### config.mk
export PLATFORM = sky130hd
export DESIGN_NAME = irq_pin_front_end
export DESIGN_NICKNAME = d
export VERILOG_FILES = /design/src/core/irq_pin_front_end.v
export VERILOG_INCLUDE_DIRS = /design/src /design/src/shared
export SDC_FILE = /design/constraint.sdc
export NUM_CORES = 1
export LEC_CHECK = 0
export ABC_AREA = 0
export BUFFER_PORTS_ARGS = -buffer_cell sky130_fd_sc_hd__buf_2
export CAP_MARGIN = 15
export CORE_AREA = 2 2 76 78
export DETAILED_ROUTE_END_ITERATION = 10
export DIE_AREA = 0 0 78 80
export PLACE_DENSITY = 0.69
export SLEW_MARGIN = 10
export SYNTH_ARGS = -nofsm -noshare
export SYNTH_HDL_FRONTEND = slang
export SYNTH_SLANG_ARGS = --single-unit
### constraint.sdc
create_clock -name pclk -period 1.25 [get_ports pclk]
set_clock_uncertainty 0.05 [all_clocks]
set_input_delay 0.25 -clock pclk [delete_from_list [all_inputs] [get_ports pclk]]
set_output_delay 0.25 -clock pclk [all_outputs]
set_load 0.02 [all_outputs]
### src/shared/irq_front_defines.vh
// Constants for the interrupt pin front end.
`ifndef IRQ_FRONT_DEFINES_VH
`define IRQ_FRONT_DEFINES_VH
`define REG_STATUS       12'h000
`define REG_ENABLE       12'h004
`define REG_CLEAR        12'h008
`define REG_POLARITY     12'h00C
`define REG_SERVICE      12'h010
`define REG_ACK_INFO     12'h014
`define POLARITY_RESET   4'h0
`define ENABLE_RESET     5'h00
`define STATUS_NMI_BIT   4
`define IRQ_NUM_NMI      4'h1
`define IRQ_NUM_EXT0     4'h4
`define ACK_CYCLES       2'h2
`define SYNC_WARMUP      2'h3
`endif

### src/core/irq_pin_front_end.v
// Interrupt pin front end: edge detection, pending status, acknowledge and number outputs.
//
// The APB interface to the registers and the placing of the registers were chosen for this implementation.
`timescale 1ns/1ps
`include "irq_front_defines.vh"
// Notes on behaviour
// (RULE1) Nonmaskable input triggers on rising edge only.
// (RULE2) External inputs are edge sensitive, not level.
// (RULE3) Per-pin polarity bit chooses active edge.
// (RULE4) Acknowledge pulses for every serviced interrupt reported while no acknowledge is high.
// (RULE5) Number output valid throughout the acknowledge.
// (RULE6) Number follows service vector ordering.
// (RULE7) Two-flop sync, compare samples, one-cycle pulse.
module irq_pin_front_end (
   input  wire        pclk,
   input  wire        presetn,
   input  wire        psel,
   input  wire        penable,
   input  wire        pwrite,
   input  wire [11:0] paddr,
   input  wire [31:0] pwdata,
   output reg  [31:0] prdata,
   output wire        pready,
   output wire        pslverr,
   input  wire        nmi_in,
   input  wire        ext_irq_in_0,
   input  wire        ext_irq_in_1,
   input  wire        ext_irq_in_2,
   input  wire        ext_irq_in_3,
   output wire        irq_out,
   output reg         irq_ack_out,
   output reg  [3:0]  irq_number_out
);

   // ********************************************************
   // Synchronisers and edge detection
   // ********************************************************
   // Bit order of every five-bit vector below: [3:0] are the external pins
   // 0 to 3 and [4] is the nonmaskable pin.
   wire [4:0] raw_in;
   reg  [4:0] sync1_ff;
   reg  [4:0] sync2_ff;
   reg  [4:0] prev_ff;
   reg  [1:0] warm_ff;
   reg  [1:0] nxt_warm;
   reg  [3:0] ext_irq_polarity_bits_ff;
   wire       warm_done;
   wire [4:0] rise;
   wire [4:0] fall;
   wire [4:0] edge_raw;
   wire [4:0] edge_hit;

   assign raw_in = {nmi_in, ext_irq_in_3, ext_irq_in_2, ext_irq_in_1, ext_irq_in_0};
   assign rise   = sync2_ff & ~prev_ff;
   assign fall   = ~sync2_ff & prev_ff;

   // The pins are asynchronous to pclk, so sync1_ff may go metastable.
   // Only sync2_ff reads it; every piece of logic looks at sync2_ff or later.
   always @(posedge pclk or negedge presetn) begin
      if (!presetn) begin
         sync1_ff <= 5'h00;
         sync2_ff <= 5'h00;
         prev_ff  <= 5'h00;
      end else begin
         sync1_ff <= raw_in;
         sync2_ff <= sync1_ff; // see (RULE7)
         prev_ff  <= sync2_ff;
      end
   end

   // Reset clears the chain to zero, yet a pin may idle high.
   // Until the chain holds real pin levels, a difference between sync2_ff
   // and prev_ff is left over from reset and not an edge, so it is masked.
   // Limitation: a pin that truly changes in the first cycles is not seen.
   always @* begin
      nxt_warm = warm_ff;
      if (warm_ff != `SYNC_WARMUP)
         nxt_warm = warm_ff + 2'h1;
   end

   always @(posedge pclk or negedge presetn) begin
      if (!presetn) begin
         warm_ff <= 2'h0;
      end else begin
         warm_ff <= nxt_warm;
      end
   end

   assign warm_done = (warm_ff == `SYNC_WARMUP);

   // Polarity bit low selects the rising edge, high selects the falling edge.
   // A held level gives no edge, so a stuck pin raises its status only once.
   genvar g;
   generate
      for (g = 0; g < 4; g = g + 1) begin : g_ext_edge
         assign edge_raw[g] = ext_irq_polarity_bits_ff[g] ? fall[g] : rise[g]; // see (RULE2) (RULE3)
      end
   endgenerate

   // The nonmaskable pin has no polarity choice: it always wants a rise.
   assign edge_raw[4] = rise[4]; // see (RULE1)

   // Each detected edge is a pulse of exactly one cycle.
   assign edge_hit = warm_done ? edge_raw : 5'h00; // see (RULE7)

   // ********************************************************
   // Register bus
   // ********************************************************
   // One decoder serves every register write compare, so that no two writes can
   // disagree about which offset is meant.
   function addr_hit;
      input [11:0] addr;
      input [11:0] offset;
      begin
         addr_hit = (addr == offset);
      end
   endfunction

   wire        wr_en;
   wire        rd_setup;
   wire        clr_wr;
   wire        enable_wr;
   wire        polarity_wr;
   wire        svc_wr;
   wire [4:0]  clr_bits;
   reg  [4:0]  status_ff;
   reg  [4:0]  enable_ff;
   reg  [4:0]  nxt_status;
   reg  [31:0] rd_mux;
   reg  [1:0]  ack_cnt_ff;

   assign wr_en       = psel & penable & pwrite;
   assign rd_setup    = psel & ~penable & ~pwrite;
   assign clr_wr      = wr_en & addr_hit(paddr, `REG_CLEAR);
   assign enable_wr   = wr_en & addr_hit(paddr, `REG_ENABLE);
   assign polarity_wr = wr_en & addr_hit(paddr, `REG_POLARITY);
   assign svc_wr      = wr_en & addr_hit(paddr, `REG_SERVICE);
   assign clr_bits    = clr_wr ? pwdata[4:0] : 5'h00;

   // Every access completes in its first access cycle; nothing is refused
   // with an error, unmapped offsets simply read zero.
   assign pready  = 1'b1;
   assign pslverr = 1'b0;

   // Level output: high while any enabled status bit is set.
   assign irq_out = |(status_ff & enable_ff);

   // Set wins over clear so an edge landing with a clear write is kept.
   always @* begin
      nxt_status = (status_ff & ~clr_bits) | edge_hit;
   end

   always @(posedge pclk or negedge presetn) begin
      if (!presetn) begin
         status_ff                <= 5'h00;
         enable_ff                <= `ENABLE_RESET;
         ext_irq_polarity_bits_ff <= `POLARITY_RESET;
      end else begin
         status_ff <= nxt_status;
         if (enable_wr)
            enable_ff <= pwdata[4:0];
         if (polarity_wr)
            ext_irq_polarity_bits_ff <= pwdata[3:0];
      end
   end

   always @* begin
      case (paddr)
         `REG_STATUS:   rd_mux = {27'h0, status_ff};
         `REG_ENABLE:   rd_mux = {27'h0, enable_ff};
         `REG_POLARITY: rd_mux = {28'h0, ext_irq_polarity_bits_ff};
         `REG_ACK_INFO: rd_mux = {27'h0, irq_ack_out, irq_number_out};
         default:       rd_mux = 32'h0;
      endcase
   end

   // Read data is captured in the setup cycle, so it comes from a flip-flop
   // and still stands in the access cycle with no wait state. The trade-off:
   // a status bit set during the access cycle shows on the next read.
   always @(posedge pclk or negedge presetn) begin
      if (!presetn) begin
         prdata <= 32'h0;
      end else if (rd_setup) begin
         prdata <= rd_mux;
      end
   end

   // ********************************************************
   // Acknowledge and number
   // ********************************************************
   // The core reports a serviced interrupt by writing its vector number to the
   // service register; any source, internal or external, may be reported.
   // A report that arrives while the strobe is still high is dropped, so the
   // number can never change under an acknowledge.
   always @(posedge pclk or negedge presetn) begin
      if (!presetn) begin
         ack_cnt_ff     <= 2'h0;
         irq_ack_out    <= 1'b0;
         irq_number_out <= 4'h0;
      end else if (svc_wr && ack_cnt_ff == 2'h0) begin
         ack_cnt_ff     <= `ACK_CYCLES;
         irq_ack_out    <= 1'b1; // see (RULE4)
         irq_number_out <= pwdata[3:0]; // see (RULE5) (RULE6)
      end else if (ack_cnt_ff != 2'h0) begin
         ack_cnt_ff  <= ack_cnt_ff - 2'h1;
         irq_ack_out <= (ack_cnt_ff != 2'h1);
      end
   end

endmodule // irq_pin_front_end

==> parameters.txt <==
Parameter                              Value

Hold path
  Path class of the lowest-slack min-delay path    in -> reg
  Cells on Worst Hold Path    2

CTS
  Clock root buffer    clkbuf_8
  Buffers from clock root to sink, at most    2
  CTS sink cnt    43
  TritonCTS clock tree    yes
  Clock buffers created by TritonCTS    5
  Clock network latency to the later pin of the worst-skew pair    0.30 ns
  Worst-path clk slew    0.08 ns
  # H-tree levels    2

GRT
  Maximum number of pins on one net before global-route repair    44
  Total track usage    14.28%
  Global-route wire length before repair    6.927 mm
  Sum of overflow across all layers after global routing    0
  Vias in the first global route    1477
  Number of antenna violations at the first check in global routing    0
  Fraction of met1 tracks used by global routing    18.38%
  Global routing usage on met3    3.846%
  Met2 layer usage reported by global route    23.10%
  Routing layer with the top usage in global route    met2

Logic synthesis
  Synth Area in Compound Gates    8.946%
  Post-Synthesis Cells    176
  Most instantiated library cell after synthesis    dfrtp_1
  Top cells by area in the synthesized netlist    dfrtp_1 53%, buf_4 11%, mux2_2 7.7%
  Leading cell types by count after synthesis    43 x dfrtp_1, 29 x buf_4, 15 x nand2_1, 14 x mux2_2, 9 x o21ai_0
  Syn Std Cell Area    0.002042 mm2
  Most instantiated flip-flop cell in the synthesis netlist    dfrtp_1
  Sequential cell area fraction in the yosys report    52.70%
  Number of distinct library cells after synthesis    32
  Simple-gate area share of the yosys netlist    11.58%
  Flip-flop and latch count after synthesis    43
  XOR/XNOR Fraction of Synth Area    0.4289%
  Portion of synthesized cell area occupied by the leading cell type    52.70%
  Number of enable flip-flop cells after synthesis    0
  Post-synth top area cell    dfrtp_1
  Largest family of logic cells by synthesized area    buffers and inverters
  Adder-cell area share of the yosys netlist    1.838%
  Share of flip-flops with an asynchronous set or reset    100.0%
  Share of cell area taken by muxes after synthesis    11.64%
  Post-Synthesis Mean Instance Area    11.60 um2
  Warnings, synthesis    0

Timing
  Max-slew violation count    0
  Highest clock rate    592.3 MHz
  Final setup violation count    27
  Final setup slack of the worst path    -0.4384 ns
  Number of hold-slack violations in the final timing report    0
  Crit path time final    1.688 ns
  Setup_tns    -9.513 ns
  Unrepaired setup endpoints after global routing    true
  Final worst path period share    135.1%

Worst setup path
  Critical path launch point type    primary input
  Depth of the worst register-to-register path    5
  Crit Path Class    in -> reg
  Crit path DAT    1.83 ns
  Critical Path, Cell by Cell    buf_6 > or4_4 > nor4_4 > nand4b_1 > buf_6 > mux2_2
  Critical Path Slowest Stage Cell    or4_4
  CP Max Fanout    5
  Most common cell type on the critical path    buf_6
  Largest stage delay on the critical path    0.55 ns
  Worst Setup End Kind    register
  Required time of the critical path    1.39 ns

Placement
  GPL Wtd Cong    0.7895
  Post-Place Cells    303
  Final HPWL from detailed placement    2.897 mm
  DP Worst Slack    -0.8663 ns
  Post-DP Area    0.002391 mm2
  Number of buffers added on ports    37

Layout
  Post-route standard cell area excluding fillers    0.002645 mm2
  Number of diodes    0
  Growth of design area from synthesis to finish    29.53%
  Layout fillers    508
  Fraction of layout cells with a size suffix above 1    39.11%
  Layout net count    304
  Fin cells    320

Power
  Share of total power in the clock network    35.7%
  Sequential share of power    47.1%
  Cell Pwr Density    1206 mW/mm2
  Combinational cell fraction of total power    17.3%
  Net Switching    0.8337 mW
  Static Leak    1.329 nW
  Worst VDD drop    630.4 uV
  Cell internal power dissipation    2.355 mW
  Switching power share of the total    26.14%

Floorplan
  Effective utilization at floorplan    37.78%
  Die footprint    0.006240 mm2
  Row count    27
  Chip width    78 um
  Y dimension of the die    80 um
  Core area    0.005405 mm2
  I/O pin cnt    94

Run status
  Outcome    complete, but fails checks
  Violated checks    setup timing

Routing
  Number of search-and-repair iterations in the first detailed-routing pass    4
  Number of vias in the routed layout    1441
  Number of DRC markers after the initial detailed-route iteration    46
  WL/cell    12.68 um
  Number of vias per cell after detailed routing    4.503
  Remaining design rule violation count    0
  Final wirelength    4.057 mm
  Post-detailed-route count of antenna-violating nets    0

Flow run
  Reported max-cap violation count    0
[state kept, by name, summed over array words and instances, names as in the netlist]
| signal | cells |
|---|---|
| ack_cnt_ff | 2 |
| status_ff | 5 |
| sync1_ff | 5 |
| warm_ff | 2 |
| prdata | 5 |
| sync2_ff | 5 |
| irq_number_out | 4 |
| ext_irq_polarity_bits_ff | 4 |
| prev_ff | 5 |
| enable_ff | 5 |
| irq_ack_out | 1 |
[worst max-delay path: cells and delay by family]
kind | cells | cell delay [ns]
buffers and inverters | 2 | 0.25
multiplexers | 1 | 0.26
AND/OR/NAND/NOR | 3 | 1.06
[power by group through the flow]
stage               Clock, mW  Combinational [mW]  Sequential [mW]
finish                   1.14               0.551             1.50
CTS                      1.16               0.552             1.50
global placement            0               0.516             1.53
floorplan                   0               0.357             1.54
detailed placement          0               0.532             1.53
global route             1.23               0.619             1.51
[layout make-up]
type                            count  area, um2  share of cell area, %
Inverter                            6      22.52                 0.8515
Clock buffer                        6      82.58                  3.122
Sequential cell                    43       1076                  40.68
Multi-Input combinational cell    121      835.8                  31.60
Timing Repair Buffer               70      503.0                  19.02
Tap cell                           72      90.09                  3.406
Clock inverter                      2      35.03                  1.325
[cell families after synthesis]
logic type / after synthesis
muxes: 22
DFF: 43
AOI/OAI and AO/OA: 26
buffers and inverters: 39
xor gates and xnor gates: 1
and+or+nand+nor: 40
adders and majority gates: 3
other: 2
[cells in the final DEF (no fill, tap or decap), drive strengths merged, types with 4 or more instances in the layout]
cell type,n
a22o,4
mux2,14
o21ai,9
conb,29
nor2,6
inv,6
nand3,7
dfrtp,43
a31oi,4
buf,64
clkbuf,6
mux2i,8
nand2,15
dlygate4sd3,6
[metrics by stage]
stage | util (%) | power, mW | hold WS, ns
global placement | 44.24 | 2.044 | 0.1901
detailed placement | 44.24 | 2.062 | 0.1919
global route | 48.94 | 3.362 | 0.1823
floorplan | - | 1.900 | -0.09559
finish | 48.94 | 3.189 | 0.1719
CTS | 48.24 | 3.219 | 0.1553
[timing repair]
item	CTS	global route
hold buffers	6	0
setup endpoints to repair	27	27
setup buffers	3	0
cloned	0	0
gates resized for setup	4	8
pin swaps	8	5
endpoints found under the hold margin	48	0
[worst paths after layout]
kind	from	end	slack (ns)
worst max-delay path	paddr[10]	enable_ff[4]	-0.44
worst min-delay path	pwdata[4]	enable_ff[4]	0.17
worst max register to register	ack_cnt_ff[0]	irq_number_out[3]	-0.10
worst min register to register	sync1_ff[1]	sync2_ff[1]	0.30
max in group asynchronous	presetn	prdata[0]	0.54
min in group asynchronous	presetn	prev_ff[1]	0.40
[metal layers]
| metal | share of wire, % | up-vias |
|---|---|---|
| li1 | - | 700 |
| met1 | 48 | 684 |
| met2 | 45 | 50 |
| met3 | 6.1 | 7 |
| met4 | 1.6 | 0 |
| met5 | 0 | - |
No activity file was read; power rests on OpenSTA's default activity.
